**src/core/cbl_defs.vh**
```
// Constants for the complement / decimal adjust / loop / enable execute slice.
// Included by the slice core and its decimal adjust helper; definitions only.
`ifndef CBL_DEFS_VH
`define CBL_DEFS_VH

// Opcodes handled by this slice
`define CBL_OP_COMPL_ACC     8'h37
`define CBL_OP_COMPL_CARRY   8'hA7
`define CBL_OP_COMPL_UF0     8'h95
`define CBL_OP_COMPL_UF1     8'hB5
`define CBL_OP_DEC_ADJ       8'h57
`define CBL_OP_DBNZ_MASK     8'hF8
`define CBL_OP_DBNZ_BASE     8'hE8
`define CBL_OP_EXT_IRQ_EN    8'h05
`define CBL_OP_TMR_IRQ_EN    8'h25
`define CBL_OP_CLK_OUT_EN    8'h75

// Decimal adjust figures
`define CBL_BCD_LIMIT        4'h9
`define CBL_BCD_CORR         4'h6

// Register map (word index on the plain port)
`define CBL_REG_ACC          4'h0
`define CBL_REG_PSW          4'h1
`define CBL_REG_CTRL         4'h2
`define CBL_REG_PC_LO        4'h3
`define CBL_REG_PC_HI        4'h4
`define CBL_REG_STAT         4'h5
`define CBL_REG_WR_BASE      4'h8

// Status word fields
`define CBL_PSW_CARRY        7
`define CBL_PSW_AUX          6
`define CBL_PSW_UF0          5
`define CBL_PSW_UF1          4

// Control register fields
`define CBL_CTRL_EXT_EN      0
`define CBL_CTRL_TMR_EN      1
`define CBL_CTRL_CLK_EN      2

// Reset values
`define CBL_RST_BYTE         8'h00
`define CBL_RST_PC           12'h000

// Timing in core clocks
`define CBL_DBNZ_CYCLES      2

`endif

```
**src/core/cbl_dec_adj.v**
```verilog
// Decimal adjust datapath: two nibble corrections of the accumulator.
// Purely combinational; the caller registers the results.
`timescale 1ns/10ps
`default_nettype none
`include "cbl_defs.vh"

module cbl_dec_adj (
  input  wire [7:0] i_acc,        // Accumulator before adjust
  input  wire       i_carry,      // Carry flag before adjust
  input  wire       i_aux_carry,  // Auxiliary carry flag
  output reg  [7:0] o_acc,        // Adjusted accumulator
  output reg        o_carry       // Carry flag after adjust
);

  reg [8:0] sum_lo;
  reg [8:0] sum_hi;
  reg       hi_fix;

  always @*
  begin
    sum_lo = {1'b0, i_acc};
    if ((i_acc[3:0] > `CBL_BCD_LIMIT) || i_aux_carry)
    begin
      sum_lo = {1'b0, i_acc} + {5'h00, `CBL_BCD_CORR};
    end
    hi_fix = (sum_lo[7:4] > `CBL_BCD_LIMIT) || i_carry || sum_lo[8];
    sum_hi = {1'b0, sum_lo[7:0]};
    if (hi_fix)
    begin
      sum_hi = {1'b0, sum_lo[7:0]} + {1'b0, `CBL_BCD_CORR, 4'h0};
    end
    o_acc = sum_hi[7:0];
    o_carry = i_carry | sum_hi[8] | sum_lo[8];
  end

endmodule // cbl_dec_adj

`default_nettype wire

```
**src/core/cbl_exec.v**
```verilog
// Execute slice for complement, decimal adjust, loop branch and enable opcodes.
// Fetch path presents one opcode with its second byte and own address on an
// issue strobe; software reaches the state over a plain register port.
//
// Behaviour
// - Complementing the accumulator inverts every bit and leaves flags alone.
// - Complementing the carry inverts carry and leaves the accumulator alone.
// - Opcode 1001 0101 inverts user flag zero and nothing else.
// - The user flag one complement inverts that flag and nothing else.
// - Decimal adjust first adds 6 when the low nibble exceeds 9 or aux carry is set.
// - Then 6 is added to the high nibble when it now exceeds 9, carry is set or the low step carried out.
// - An overflow of the high nibble correction sets carry.
// - Decrement-and-branch decrements register r (opcode low bits) in two cycles.
// - A nonzero result loads the second byte into the low PC byte, upper bits from the address after the opcode.
// - The external interrupt enable opcode lets external requests through.
// - The clock output enable opcode starts driving the clock on the test pin.
// - Reset turns the test pin clock off until the enable opcode runs or software sets the control bit.
//
// Design decisions made here: the register offsets and the address-and-strobe port.
`timescale 1ns/10ps
`default_nettype none
`include "cbl_defs.vh"

module cbl_exec (
  input  wire        i_mclk,              // Core clock, 250 MHz
  input  wire        i_nrst,              // Synchronous reset, active low
  // Instruction issue
  input  wire        i_issue,             // Opcode valid, one-cycle pulse
  input  wire [7:0]  i_opcode,            // First instruction byte
  input  wire [7:0]  i_operand,           // Second instruction byte
  input  wire [11:0] i_op_pc,             // Address of the first byte
  output wire        o_ready,             // Slice can take an issue
  output reg         o_done_ff,           // Instruction retired, pulse
  output reg         o_unknown_ff,        // Opcode not of this slice, pulse
  // Architectural state views
  output reg  [7:0]  o_acc_ff,            // Accumulator
  output reg         o_carry_ff,          // Carry flag
  output reg         o_aux_carry_flag_ff, // Auxiliary carry flag
  output reg         o_user_flag_zero_ff, // User flag zero
  output reg         o_user_flag_one_ff,  // User flag one
  output reg  [11:0] o_pc_ff,             // Program counter
  // Interrupt sources and gated requests
  input  wire        i_ext_irq_n,         // External interrupt input, low active
  input  wire        i_tmr_overflow,      // Timer overflow pulse
  output reg         o_ext_irq_en_ff,     // External interrupt enable
  output reg         o_tmr_irq_en_ff,     // Timer interrupt enable
  output wire        o_ext_irq_req,       // Gated external request
  output wire        o_tmr_irq_req,       // Gated timer request
  // Test pin clock output
  input  wire        i_test_zero_pin,     // Test pin level in
  output reg         o_test_zero_pin_ff,  // Test pin drive value
  output reg         o_test_zero_pin_oe,  // Test pin drive enable
  // Register port
  input  wire [3:0]  i_addr,              // Register index
  input  wire [7:0]  i_wdata,             // Write data
  input  wire        i_wr,                // Write strobe
  input  wire        i_rd,                // Read strobe
  output reg  [7:0]  o_rdata_ff           // Read data, cycle after strobe
);

  localparam [1:0] ST_IDLE = 2'b01;
  localparam [1:0] ST_BR   = 2'b10;

  reg [1:0]  state_ff;
  reg [1:0]  nxt_state;
  reg [7:0]  wreg_ff [0:7];
  reg [2:0]  sel_ff;
  reg [7:0]  target_ff;
  reg [11:0] base_pc_ff;
  reg        nz_ff;
  reg        clk_out_en_ff;
  reg        tmr_pend_ff;
  reg        test_zero_seen_ff;

  wire [7:0] adj_acc;
  wire       adj_carry;
  wire       take;
  wire       is_dbnz;
  wire [2:0] working_register_sel;
  wire [7:0] dec_val;
  wire [11:0] next_pc;
  wire [11:0] skip_pc;

  cbl_dec_adj u_dec_adj (
    .i_acc       (o_acc_ff),
    .i_carry     (o_carry_ff),
    .i_aux_carry (o_aux_carry_flag_ff),
    .o_acc       (adj_acc),
    .o_carry     (adj_carry)
  );

  // Issues during the branch cycle are not accepted
  assign o_ready = state_ff[0];
  assign take = i_issue & o_ready;
  assign is_dbnz = ((i_opcode & `CBL_OP_DBNZ_MASK) == `CBL_OP_DBNZ_BASE);
  assign working_register_sel = i_opcode[2:0];
  assign dec_val = wreg_ff[working_register_sel] - 8'h01;
  assign next_pc = i_op_pc + 12'h001;
  assign skip_pc = i_op_pc + 12'h002;

  assign o_ext_irq_req = o_ext_irq_en_ff & ~i_ext_irq_n;
  assign o_tmr_irq_req = tmr_pend_ff;

  always @*
  begin
    case (state_ff)
      ST_IDLE: nxt_state = (take && is_dbnz) ? ST_BR : ST_IDLE;
      ST_BR:   nxt_state = ST_IDLE;
      default: nxt_state = ST_IDLE;
    endcase
  end

  always @(posedge i_mclk)
  begin
    if (!i_nrst)
      state_ff <= ST_IDLE;
    else
      state_ff <= nxt_state;
  end

  // Working registers, one generate entry each; issue wins over the bus
  genvar gi;
  generate
    for (gi = 0; gi < 8; gi = gi + 1)
    begin : g_wreg
      always @(posedge i_mclk)
      begin
        if (!i_nrst)
        begin
          wreg_ff[gi] <= `CBL_RST_BYTE;
        end
        else if (take && is_dbnz && (working_register_sel == gi))
        begin
          wreg_ff[gi] <= dec_val;
        end
        else if (i_wr && (i_addr == (`CBL_REG_WR_BASE + gi)))
        begin
          wreg_ff[gi] <= i_wdata;
        end
      end
    end
  endgenerate

  // Branch bookkeeping captured in the first cycle
  always @(posedge i_mclk)
  begin
    if (!i_nrst)
    begin
      sel_ff     <= 3'h0;
      target_ff  <= `CBL_RST_BYTE;
      base_pc_ff <= `CBL_RST_PC;
      nz_ff      <= 1'b0;
    end
    else if (take && is_dbnz)
    begin
      sel_ff     <= working_register_sel;
      target_ff  <= i_operand;
      // page of the byte after the opcode
      base_pc_ff <= next_pc;
      nz_ff      <= (dec_val != 8'h00);
    end
  end

  // Accumulator and flags
  always @(posedge i_mclk)
  begin
    if (!i_nrst)
    begin
      o_acc_ff            <= `CBL_RST_BYTE;
      o_carry_ff          <= 1'b0;
      o_aux_carry_flag_ff <= 1'b0;
      o_user_flag_zero_ff <= 1'b0;
      o_user_flag_one_ff  <= 1'b0;
    end
    else
    begin
      if (i_wr && (i_addr == `CBL_REG_ACC))
        o_acc_ff <= i_wdata;
      if (i_wr && (i_addr == `CBL_REG_PSW))
      begin
        o_carry_ff          <= i_wdata[`CBL_PSW_CARRY];
        o_aux_carry_flag_ff <= i_wdata[`CBL_PSW_AUX];
        o_user_flag_zero_ff <= i_wdata[`CBL_PSW_UF0];
        o_user_flag_one_ff  <= i_wdata[`CBL_PSW_UF1];
      end
      if (take)
      begin
        case (i_opcode)
          `CBL_OP_COMPL_ACC:   o_acc_ff <= ~o_acc_ff;
          `CBL_OP_COMPL_CARRY: o_carry_ff <= ~o_carry_ff;
          `CBL_OP_COMPL_UF0:   o_user_flag_zero_ff <= ~o_user_flag_zero_ff;
          `CBL_OP_COMPL_UF1:   o_user_flag_one_ff <= ~o_user_flag_one_ff;
          `CBL_OP_DEC_ADJ:
          begin
            o_acc_ff   <= adj_acc;
            o_carry_ff <= adj_carry;
          end
          default:             o_acc_ff <= o_acc_ff;
        endcase
      end
    end
  end

  // Program counter
  always @(posedge i_mclk)
  begin
    if (!i_nrst)
      o_pc_ff <= `CBL_RST_PC;
    else if (state_ff[1] && nz_ff)
      o_pc_ff <= {base_pc_ff[11:8], target_ff};
    else if (state_ff[1])
      o_pc_ff <= base_pc_ff + 12'h001;
    else if (take && !is_dbnz)
      o_pc_ff <= next_pc;
    else if (i_wr && (i_addr == `CBL_REG_PC_LO))
      o_pc_ff <= {o_pc_ff[11:8], i_wdata};
    else if (i_wr && (i_addr == `CBL_REG_PC_HI))
      o_pc_ff <= {i_wdata[3:0], o_pc_ff[7:0]};
  end

  // Enables; set by opcodes or software, cleared by software or reset
  always @(posedge i_mclk)
  begin
    if (!i_nrst)
    begin
      o_ext_irq_en_ff <= 1'b0;
      o_tmr_irq_en_ff <= 1'b0;
      clk_out_en_ff   <= 1'b0;
    end
    else
    begin
      if (i_wr && (i_addr == `CBL_REG_CTRL))
      begin
        o_ext_irq_en_ff <= i_wdata[`CBL_CTRL_EXT_EN];
        o_tmr_irq_en_ff <= i_wdata[`CBL_CTRL_TMR_EN];
        clk_out_en_ff   <= i_wdata[`CBL_CTRL_CLK_EN];
      end
      if (take && (i_opcode == `CBL_OP_EXT_IRQ_EN))
      begin
        o_ext_irq_en_ff <= 1'b1;
      end
      if (take && (i_opcode == `CBL_OP_TMR_IRQ_EN))
      begin
        o_tmr_irq_en_ff <= 1'b1;
      end
      if (take && (i_opcode == `CBL_OP_CLK_OUT_EN))
      begin
        clk_out_en_ff <= 1'b1;
      end
    end
  end

  // Pending timer request; a new overflow wins over the software clear
  always @(posedge i_mclk)
  begin
    if (!i_nrst)
      tmr_pend_ff <= 1'b0;
    else if (i_tmr_overflow && o_tmr_irq_en_ff)
      tmr_pend_ff <= 1'b1;
    else if (!o_tmr_irq_en_ff)
      tmr_pend_ff <= 1'b0;
    else if (i_wr && (i_addr == `CBL_REG_STAT) && i_wdata[0])
      tmr_pend_ff <= 1'b0;
  end

  // Test pin clock: a full-rate clock cannot come from a flop, so half rate
  always @(posedge i_mclk)
  begin
    if (!i_nrst)
    begin
      o_test_zero_pin_ff <= 1'b0;
      o_test_zero_pin_oe <= 1'b0;
      test_zero_seen_ff  <= 1'b0;
    end
    else
    begin
      o_test_zero_pin_oe <= clk_out_en_ff;
      o_test_zero_pin_ff <= clk_out_en_ff & ~o_test_zero_pin_ff;
      test_zero_seen_ff  <= i_test_zero_pin;
    end
  end

  // Retire and unknown-opcode pulses
  always @(posedge i_mclk)
  begin
    if (!i_nrst)
    begin
      o_done_ff    <= 1'b0;
      o_unknown_ff <= 1'b0;
    end
    else
    begin
      o_done_ff    <= (take && !is_dbnz) || state_ff[1];
      o_unknown_ff <= take && !is_dbnz &&
                      (i_opcode != `CBL_OP_COMPL_ACC) &&
                      (i_opcode != `CBL_OP_COMPL_CARRY) &&
                      (i_opcode != `CBL_OP_COMPL_UF0) &&
                      (i_opcode != `CBL_OP_COMPL_UF1) &&
                      (i_opcode != `CBL_OP_DEC_ADJ) &&
                      (i_opcode != `CBL_OP_EXT_IRQ_EN) &&
                      (i_opcode != `CBL_OP_TMR_IRQ_EN) &&
                      (i_opcode != `CBL_OP_CLK_OUT_EN);
    end
  end

  // Register reads, data in the following cycle only
  always @(posedge i_mclk)
  begin
    if (!i_nrst)
      o_rdata_ff <= `CBL_RST_BYTE;
    else if (!i_rd)
      o_rdata_ff <= `CBL_RST_BYTE;
    else if (i_addr[3])
      o_rdata_ff <= wreg_ff[i_addr[2:0]];
    else
    begin
      case (i_addr)
        `CBL_REG_ACC:   o_rdata_ff <= o_acc_ff;
        `CBL_REG_PSW:   o_rdata_ff <= {o_carry_ff, o_aux_carry_flag_ff,
                                       o_user_flag_zero_ff, o_user_flag_one_ff,
                                       4'h0};
        `CBL_REG_CTRL:  o_rdata_ff <= {5'h00, clk_out_en_ff,
                                       o_tmr_irq_en_ff, o_ext_irq_en_ff};
        `CBL_REG_PC_LO: o_rdata_ff <= o_pc_ff[7:0];
        `CBL_REG_PC_HI: o_rdata_ff <= {4'h0, o_pc_ff[11:8]};
        `CBL_REG_STAT:  o_rdata_ff <= {4'h0, test_zero_seen_ff, state_ff[1],
                                       o_ext_irq_req, tmr_pend_ff};
        default:        o_rdata_ff <= `CBL_RST_BYTE;
      endcase
    end
  end

endmodule // cbl_exec

`default_nettype wire

```
**config.mk**
```make
export PLATFORM = sky130hd
export DESIGN_NAME = cbl_exec
export DESIGN_NICKNAME = d
export VERILOG_FILES = /design/src/core/cbl_dec_adj.v /design/src/core/cbl_exec.v
export VERILOG_INCLUDE_DIRS = /design/src /design/src/core
export SDC_FILE = /design/constraint.sdc
export NUM_CORES = 1
export LEC_CHECK = 0
export ABC_AREA = 1
export ABC_CLOCK_PERIOD_IN_PS = 3300
export BUFFER_PORTS_ARGS = -buffer_cell sky130_fd_sc_hd__buf_2
export CORE_MARGIN = 8
export CORE_UTILIZATION = 55
export CTS_BUF_LIST = sky130_fd_sc_hd__clkbuf_4 sky130_fd_sc_hd__clkbuf_8 sky130_fd_sc_hd__clkbuf_16
export DETAILED_ROUTE_END_ITERATION = 7
export GPL_TIMING_DRIVEN = 0
export PLACE_DENSITY_LB_ADDON = 0.1
export SYNTH_ARGS = -nofsm -noshare
export SYNTH_HDL_FRONTEND = slang
export SYNTH_SLANG_ARGS = --single-unit
```
**constraint.sdc**
```tcl
create_clock -name i_mclk -period 3.3 [get_ports i_mclk]
set_input_delay 0.66 -clock i_mclk [delete_from_list [all_inputs] [get_ports i_mclk]]
set_output_delay 0.66 -clock i_mclk [all_outputs]
set_load 0.005 [all_outputs]
```
Word level (Yosys, flattened, before mapping)
Memories as Yosys holds them, arrays and structs flattened.
Index checks and enable logic that the tools add are counted.
{ "word_totals": {"in_bits": 48, "word_cells": 256, "memories": 1, "reg_bits": 64, "out_inout_bits": 41, "ramBits": 64} }
{ "op_classes": {"n_bitwise": 27, "eq_ne": 41, "reduce_logical": 55, "magnitude_cmp": 2, "n_mux": 104, "add_sub_neg": 5} }
{ "memory_table": {"columns": ["name", "depth", "word_bits", "read_ports", "rd_ports_with_merged_regs", "write_ports", "line_no", "text"], "rows": [
  ["wreg_ff", 8, 8, 2, 0, 8, "cbl_exec.v:66", "reg [7:0] wreg_ff [0:7];"]
]} }
{ "ops": {"columns": ["op", "n"], "rows": [
  ["8-bit two-way mux", 19],
  ["1-bit two-way mux", 74],
  ["12-bit two-way mux", 5],
  ["8-bit case mux with 6 select lines", 1],
  ["1-bit logical AND", 38],
  ["4-bit == test (second input constant)", 8],
  ["12-bit by 1-bit adder with 12-bit output (second input constant)", 2],
  ["8-bit == test (second input constant)", 3],
  ["8-bit != test (second input constant)", 3],
  ["8-bit case mux with 3 select lines", 1],
  ["9-bit two-way mux", 2],
  ["1-bit bitwise OR", 18],
  ["8-bit by 6-bit == test with 1-bit output (second input constant)", 2],
  ["8-bit by 7-bit == test with 1-bit output (second input constant)", 2],
  ["8-bit by 6-bit != test with 1-bit output (second input constant)", 2],
  ["8-bit by 7-bit != test with 1-bit output (second input constant)", 2],
  ["3-bit == test (second input constant)", 4],
  ["8-bit by 3-bit adder with 9-bit output (second input constant)", 1],
  ["8-bit by 7-bit adder with 9-bit output (second input constant)", 1],
  ["4-bit by 2-bit == test with 1-bit output (second input constant)", 2],
  ["4-bit by 3-bit == test with 1-bit output (second input constant)", 2],
  ["8-bit by 3-bit == test with 1-bit output (second input constant)", 1],
  ["4-bit greater-than comparator (second input constant)", 2],
  ["8-bit by 3-bit != test with 1-bit output (second input constant)", 1],
  ["other kinds (23)", 38]
]} }

Depth between registers and ports, before layout
Gate-level depths: netlist of the first run.
{ "logic_depth": {"depth_word": 11, "depth_mapped": 15, "depth_no_buf": 14} }

Modules after synthesis
Synthesis of the first run repeated with hierarchy kept, for this count alone.
{ "unflattened": {"cells_unflattened": 1074, "area_unflattened_um2": 7827.5} }
{ "modules_own_cells": {"columns": ["mod", "seq_area_each_um2", "cells_per_inst", "instances", "area_each_um2"], "rows": [
  ["cbl_exec", 3203.1, 1016, 1, 7512.2],
  ["cbl_dec_adj", 0.0, 58, 1, 315.3]
]} }

Worst setup path before layout of the first run
OpenSTA, ideal clock, no wires.
{ "synth_path": {"path_kind": "input port to flip-flop", "start": "input port i_opcode[1]", "end": "memory wreg_ff[1][4], data pin", "n_path_buf": 2, "arrival_ns": 2.133, "slack_ns": 0.897, "t_required_ns": 3.030, "setup_ns": 0.270, "path_stages": 13, "cell_sequence": "buf_6 nand2_1 buf_4 nor2_1 nor2_1 nand3_1 nand2_1 ha_1 nand3_1 nand2_1 nand2_1 inv_1 o22ai_1"} }
{ "synth_rtl": {"columns": ["item", "line_no", "text"], "rows": [
  ["start, declared", "cbl_exec.v:29", "input wire [7:0] i_opcode,"],
  ["end, declared", "cbl_exec.v:66", null]
]} }

==> impl_results.md, run 1 <==
- Status: finished clean
- Wire per inst: 20.4 um
- Synthesized Nets: 1,110
- Worst hold stages: 1
- Met3 WL post-DR: 3440 um
- CTS tree: done
- Synth area leader: edfxtp_1
- RSZ-0062 raised after global routing: false
- Clock transition at path regs: 0.06 ns
- Register area share after synthesis: 41.5%
- Dpl cells: 1,322
- Die span in x: 134 um
- Met2 routed WL: 12,000 um
- I/O pins: 89
- Critical path cell sequence: buf_2 > inv_1 > nor2_1 > clkbuf_1 > buf_2 > nand4_1 > nand2_1
- CP max FO: 10
- Htree depth: 4
- Area delta synth->final: 16.5%
- Setup tns final: 0 ns
- Vias in the first global route: 7,695
- WP data arrival: 2.81 ns
- Worst path bufs/invs: 4
- Pre-CTS WS: 0.231 ns
- Sequential power share: 40.4%
- Cell Area, Synth: 7720 um^2
- Least-Margin Pin Slew: 0.773 ns
- Hold_sp: o_test_zero_pin_ff
- Die area: 18,100 um^2
- Final wirelength: 27,600 um
- First-pass GRT wire length: 42,500 um
- Post-layout min period: 2.72 ns
- Die height: 134 um
- Post-DP HPWL: 20,600 um
- I/O Buffers: 86
- Top layer in use: met4
- Switch share: 27.5%
- Initial DRC Count: 1,167
- Setup ws final: 0.584 ns
- Rows: 43
- Worst R2R End: wreg_ff[2][3]
- Core area: 13,800 um^2
- CTS resizes: 0
- CP Launch Type: input port
- RePlAce Congestion: 0.983
- Yosys warning count: 0
- Post-route ant nets: 0
- Mean Syn Cell Area: 7.31 um^2
- Distinct cells, synth: 49
- Worst setup path class: input port to flip-flop
- Pin count of the biggest net entering global routing: 17
- PD cells: 488 nW/um^2
- Register area: 3200 um^2
- Leak: 4.03 nW
- Fmax: 0.368 GHz
- Reg2reg start: state_ff[0]
- Worst path required time: 3.39 ns
- Area of the multi-input gates: 3790 um^2
- Hold Vio Cnt, Final: 0
- TritonRoute pass-1 iters: 6
- Max-slew headroom: 48.5%
- Worst Hold Path EP: o_test_zero_pin_ff
- Skew-Pair Late Insertion Delay: 0.43 ns
- Crit path max-delay cell type: clkbuf_1
- Vias: 8,307
- Antenna violations before repair: 1
- P_int: 3.18 mW
- Layout fillers: 1,299
- Post-synth top flop: edfxtp_1
- Most common cell on crit path: buf_2
- Clock buffer depth: 2
- Cts bufs inserted: 17
- Crit-path max cell delay: 0.52 ns
- Clk pwr share: 45.6%
- Root Driver: clkbuf_16
- Flop2flop setup slack: 0.76 ns
- Synth top area cells: edfxtp_1 25%, dfxtp_1 17%, nand2_1 12%, inv_1 6.6%, o22ai_1 5.5%
- Post-synth top area share: 24.9%
- Grt ovf: 0
- Final nets: 1,215
- Family with the most delay on the worst path: buffers and inverters
- P_sw: 1.21 mW
- FFs w/ async S/R, synth: 0%
- Setup bufs post-CTS: 0
- Yosys reg bits: 128
- R2R depth: 7
- Clock Skews: 0.00713 ns
- Power share of the combinational group: 14.0%
- Max-slew violations: 0
- Mapped Cells: 1,056
- CTS Sinks: 128
- Hold_ws: 0.420 ns
- Number of vias per cell: 6.13
- GRT Overall Usage: 30.5%
- Max Cap Viol: 0
- Worst Setup End Kind: flip-flop
- Fin cells: 1,355
- M1 WL: 11,200 um
- Initial Util: 56.1%
- Ratio of cells with drive above 1 in the final layout: 13.3%
- Worst IR Drop VDD: 418 uV
- Hold crit path type: flip-flop to flip-flop
- EDFF count, synth: 64
- Total power draw: 4.39 mW
- CTS hold repair buffers: 0
- DR DRC count: 0
- Fin crit share: 82.3%
- Final setup viols: 0
-- layout by cell type, fill, tap and decap left out, types with 5 or more instances in the layout --
cell | Yosys | routed
a21oi_1 | 50 | 50
a22oi_1 | 24 | 24
a31oi_1 | 7 | 7
buf_2 | 10 | 96
clkbuf_1 | 17 | 17
clkbuf_16 | 0 | 17
clkinv_1 | 9 | 10
dfxtp_1 | 64 | 64
edfxtp_1 | 64 | 64
ha_1 | 6 | 6
inv_1 | 136 | 136
inv_2 | 6 | 6
nand2_1 | 238 | 238
nand2_2 | 6 | 6
nand3_1 | 65 | 65
nand4_1 | 18 | 18
nor2_1 | 94 | 94
nor2_2 | 5 | 5
nor3_1 | 11 | 11
o211ai_1 | 13 | 13
o21ai_0 | 81 | 81
o22ai_1 | 68 | 68
o31ai_1 | 6 | 6
xor2_1 | 9 | 9
-- logic make-up after synthesis --
group | synth area share, %
AOI/OAI and AO/OA | 21.6
xor gates and xnor gates | 1.83
buffers and inverters | 9.41
adders and majority gates | 0.972
DFF | 41.5
and+or+nand+nor | 24.7
-- area by class of cell --
class,instances,share of cell area [%]
multi-input combinational,743,42.2
sequential,128,35.6
inverter,151,6.30
clock buffer,20,4.98
timing repair buffer,86,4.79
tap,180,2.50
clock inverter,12,1.85
buffer,34,1.78
antenna,1,0.0278
-- metal layers --
layer	track usage, %	vias to the layer above
met5	0	-
met4	14.2	0
met3	8.02	77
met2	45.3	581
met1	40.6	3784
li1	-	3865
-- registers in the layout, indices dropped and copies added, names as in the netlist, 2 cells and up --
name and cells:
o_pc_ff 12, base_pc_ff 12, o_acc_ff 8, o_rdata_ff 8, state_ff 2, wreg_ff 64
target_ff 8
-- worst register-to-register path: cells and delay by family, from the launching register on --
| family | cells | cell delay (ns) |
|---|---|---|
| AO/OA/AOI/OAI | 1 | 0.25 |
| buffers and inverters | 2 | 0.23 |
| flip-flops | 1 | 0.32 |
| AND/OR/NAND/NOR | 4 | 1.41 |
-- worst max path at each step --
stage	startpoint	end	slack (ns)	cells past startpoint
detailed placement	i_addr[0]	wreg_ff[5][0]	0.23	7
global route	i_opcode[0]	nz_ff	0.49	14
finish	i_addr[0]	wreg_ff[5][0]	0.58	7
CTS	i_addr[0]	wreg_ff[5][0]	0.67	7
floorplan	i_opcode[1]	wreg_ff[1][4]	0.90	13
global placement	i_addr[0]	wreg_ff[5][0]	0.23	7
-- through the flow --
| step | util, % | instance area, um^2 |
|---|---|---|
| after floorplan | - | 7720 |
| after global placement | 60.8 | 8380 |
| after detailed placement | 60.8 | 8380 |
| after CTS | 65.3 | 8990 |
| after global routing | 65.3 | 8990 |
| final | 65.3 | 8990 |
-- synth_stat cells, types with 5 or more instances --
cell and number:
ha_1 6, nand4_1 18, o211ai_1 13, o22ai_1 68, o21ai_0 81, xor2_1 9, buf_2 10, nor3_1 11
o31ai_1 6, dfxtp_1 64, nor2_1 94, a22oi_1 24, clkbuf_1 17, edfxtp_1 64, nand3_1 65, clkinv_1 9
inv_2 6, nand2_2 6, inv_1 136, nand2_1 238, nor2_2 5, a21oi_1 50, a31oi_1 7
-- power groups by stage --
| stage | clock network [mW] | logic [mW] | registers [mW] |
|---|---|---|---|
| 2_1_floorplan | 0 | 0.361 | 1.79 |
| 3_3_place_gp | 0 | 0.582 | 1.80 |
| 3_5_place_dp | 0 | 0.586 | 1.81 |
| 4_1_cts | 1.99 | 0.591 | 1.77 |
| 5_1_grt | 2.05 | 0.661 | 1.78 |
| 6_report | 2.00 | 0.614 | 1.77 |
(Power assumes the default switching activity.)
==> inputs of run 2 (changes only) <==
--- a/config.mk
+++ b/config.mk
@@ -7,10 +7,10 @@
 export NUM_CORES = 1
 export LEC_CHECK = 0
 export ABC_AREA = 1
-export ABC_CLOCK_PERIOD_IN_PS = 3300
+export ABC_CLOCK_PERIOD_IN_PS = 2400
 export BUFFER_PORTS_ARGS = -buffer_cell sky130_fd_sc_hd__buf_2
 export CORE_MARGIN = 8
-export CORE_UTILIZATION = 55
+export CORE_UTILIZATION = 54
 export CTS_BUF_LIST = sky130_fd_sc_hd__clkbuf_4 sky130_fd_sc_hd__clkbuf_8 sky130_fd_sc_hd__clkbuf_16
 export DETAILED_ROUTE_END_ITERATION = 7
 export GPL_TIMING_DRIVEN = 0
==> constraint.sdc (replaced) <==
create_clock -name i_mclk -period 2.4 [get_ports i_mclk]
set_input_delay 0.48 -clock i_mclk [delete_from_list [all_inputs] [get_ports i_mclk]]
set_output_delay 0.48 -clock i_mclk [all_outputs]
set_load 0.005 [all_outputs]
==> run 2 against run 1 <==
Compared with the run above:
- critical path depth did not move
- clock power rose by 22%
- register-to-register slack got worse by 0.51 ns
- first-iteration DRC count rose by 4.3%
- core utilization shrank 0.89 points
- non-clock buffer count grew 1
- cell count stayed put
- global-route usage up 0.060 points
- clock skew is 0.0021 ns higher
==> impl_results.md, run 2 (same netlist as run 1, synthesis figures left out) <==
- Least-Margin Pin Slew: 0.723 ns (-0.0498 ns)
- Grt ovf: 0 (unchanged)
- Die span in x: 136 um (+0.81%)
- CTS tree: done
- Post-layout min period: 2.30 ns
- Ratio of cells with drive above 1 in the final layout: 14.5% (+1.2 points)
- Sequential power share: 42.5% (+2.1 points)
- Commonest non-fill, non-tap cell in the layout: nand2_1
- Vias: 8,329 (+0.26%)
- Biggest regs: wreg_ff: 64 flops, base_pc_ff: 12 flops, o_pc_ff: 12 flops
- Clock Skews: 0.00918 ns (+0.00205 ns)
- Fin crit share: 95.6%
- Hold crit path type: input port to flip-flop
- CP Launch Type: input port
- Post-DP HPWL: 21,100 um (+2.5%)
- CP max FO: 10 (unchanged)
- Die height: 136 um (+0.81%)
- Fmax: 0.436 GHz
- First-pass GRT wire length: 42,800 um (+0.78%)
- Clock transition at path regs: 0.06 ns (about the same)
- Core area: 13,900 um^2 (+1.2%)
- Worst Setup End Kind: flip-flop
- Final wirelength: 27,900 um (+1.1%)
- PD cells: 640 nW/um^2 (+31%)
- Antenna violations before repair: 0 (-1)
- Setup tns final: 0 ns (unchanged)
- Hold_ws: 0.266 ns (-0.154 ns)
- Max Cap Viol: 0 (unchanged)
- Ant. Diodes: 0 (-1)
- Wire per inst: 20.6 um (+1.1%)
- Pin count of the biggest net entering global routing: 17 (unchanged)
- Worst path required time: 2.49 ns (-0.90 ns)
- Biggest register: wreg_ff
- Skew-Pair Late Insertion Delay: 0.44 ns (about the same)
- Htree depth: 4 (unchanged)
- CTS hold repair buffers: 0 (unchanged)
- Die area: 18,400 um^2 (+1.6%)
- Total power draw: 5.74 mW (+31%)
- Clk pwr share: 42.5% (-3.1 points)
- DR DRC count: 0 (unchanged)
- Dpl cells: 1,322 (unchanged)
- Commonest non-fill, non-tap cells in the layout: 232 x nand2_1, 135 x inv_1, 96 x buf_2, 92 x nor2_1, 81 x o21ai_0
- Initial Util: 55.4% (-0.65 points)
- Max-slew violations: 0 (unchanged)
- Final setup viols: 0 (unchanged)
- Area delta synth->final: 16.2%
- Cell area after layout: 8970 um^2 (-0.21%)
- Layout fillers: 1,304 (+0.38%)
- Fin cells: 1,355 (unchanged)
- Status: finished clean
- Final nets: 1,216 (+0.082%)
- I/O pins: 89 (unchanged)
- RSZ-0062 raised after global routing: false
- Initial DRC Count: 1,217 (+4.3%)
- Post-route ant nets: 0 (unchanged)
- RePlAce Congestion: 1.00 (+2.0%)
- Hold Vio Cnt, Final: 0 (unchanged)
- Root Driver: clkbuf_16
- GRT Overall Usage: 30.6% (+0.060 points)
- Clock buffer depth: 2 (unchanged)
- Number of flip-flops in the largest register: 64 (unchanged)
- I/O Buffers: 86 (unchanged)
- P_int: 4.08 mW (+28%)
- Leak: 4.00 nW (-0.68%)
- P_sw: 1.66 mW (+37%)
- Worst IR Drop VDD: 690 uV (+65%)
- Rows: 43 (unchanged)
- Max-slew headroom: 51.8% (+3.3 points)
- Cts bufs inserted: 17 (unchanged)
- DP Area: 8380 um^2 (unchanged)
- CTS Sinks: 128 (unchanged)
- Vias in the first global route: 7,629 (-0.86%)
- WP data arrival: 2.39 ns (-0.42 ns)
- TritonRoute pass-1 iters: 6 (unchanged)
- Worst setup path class: input port to flip-flop
- Power share of the combinational group: 15.0% (+1.0 points)
- Switch share: 28.9% (+1.4 points)
- Number of vias per cell: 6.15 (+0.26%)
==> run 2: changes by cell type in the layout (fill, tap and decap cells not counted), sizes merged <==
| cell | before | now |
|---|---|---|
| bufinv | 4 | 1 |
| buf | 102 | 103 |
| clkinv | 14 | 15 |
| diode | 1 | 0 |
| clkinvlp | 3 | 5 |
==> run 2: worst paths after layout <==
path	startpoint	endpoint	slack (ns)	cells after the start
max	i_addr[0]	wreg_ff[5][6]	0.10	7
min	i_operand[2]	target_ff[2]	0.27	3
max reg2reg	state_ff[0]	o_pc_ff[10]	0.25	10
min reg2reg	o_test_zero_pin_ff	o_test_zero_pin_ff	0.42	1
==> run 2: routing by layer <==
| layer | part of all wire, % | vias up | wire length [um] | GRT usage (%) |
|---|---|---|---|---|
| met4 | 4.1 | 0 | 1150 | 15.2 |
| li1 | - | 3864 | - | - |
| met3 | 13 | 73 | 3540 | 9.53 |
| met2 | 42 | 566 | 11600 | 42.2 |
| met1 | 42 | 3826 | 11600 | 42.0 |
| met5 | 0 | - | 0 | 0 |
==> run 2: layout make-up <==
class                           count  area, um^2  share of cell area (%)
Multi-Input combinational cell    743        3830                    42.7
Sequential cell                   128        3200                    35.7
Inverter                          151         571                    6.36
Clock buffer                       20         454                    5.06
Timing Repair Buffer               87         438                    4.88
Tap cell                          180         225                    2.51
Buffer                             34         161                    1.80
Clock inverter                     12        93.8                    1.05
==> run 2: power by group through the flow <==
stage	sequential [mW]	combinational, mW	clock (mW)
final	2.44	0.860	2.44
after global routing	2.45	0.932	2.51
after floorplan	2.47	0.497	0
after detailed placement	2.48	0.812	0
after CTS	2.44	0.819	2.43
after global placement	2.48	0.808	0
==> run 2: stage by stage <==
step / util (%) / setup slack, ns
4_1_cts: 64.1 / 0.0510
2_1_floorplan: - / 0.177
3_3_place_gp: 60.1 / -0.484
6_report: 64.4 / 0.105
3_5_place_dp: 60.1 / -0.494
5_1_grt: 64.4 / 0.0210
==> run 2: worst max-delay path, cell delays in order <==
cell and delay [ns]:
buf_2 0.12, inv_1 0.06, nor2_1 0.19, clkbuf_2 0.32, buf_2 0.36, nand4_1 0.40, nand2_1 0.45
==> run 2: what timing repair did <==
item / CTS / global route
endpoints found under the setup margin: 23 / 63
resized for setup: 3 / 12
pin swaps: 0 / 1
hold endpoints to repair: 0 / 0
cloned: 0 / 0
buffers inserted: 0 / 1
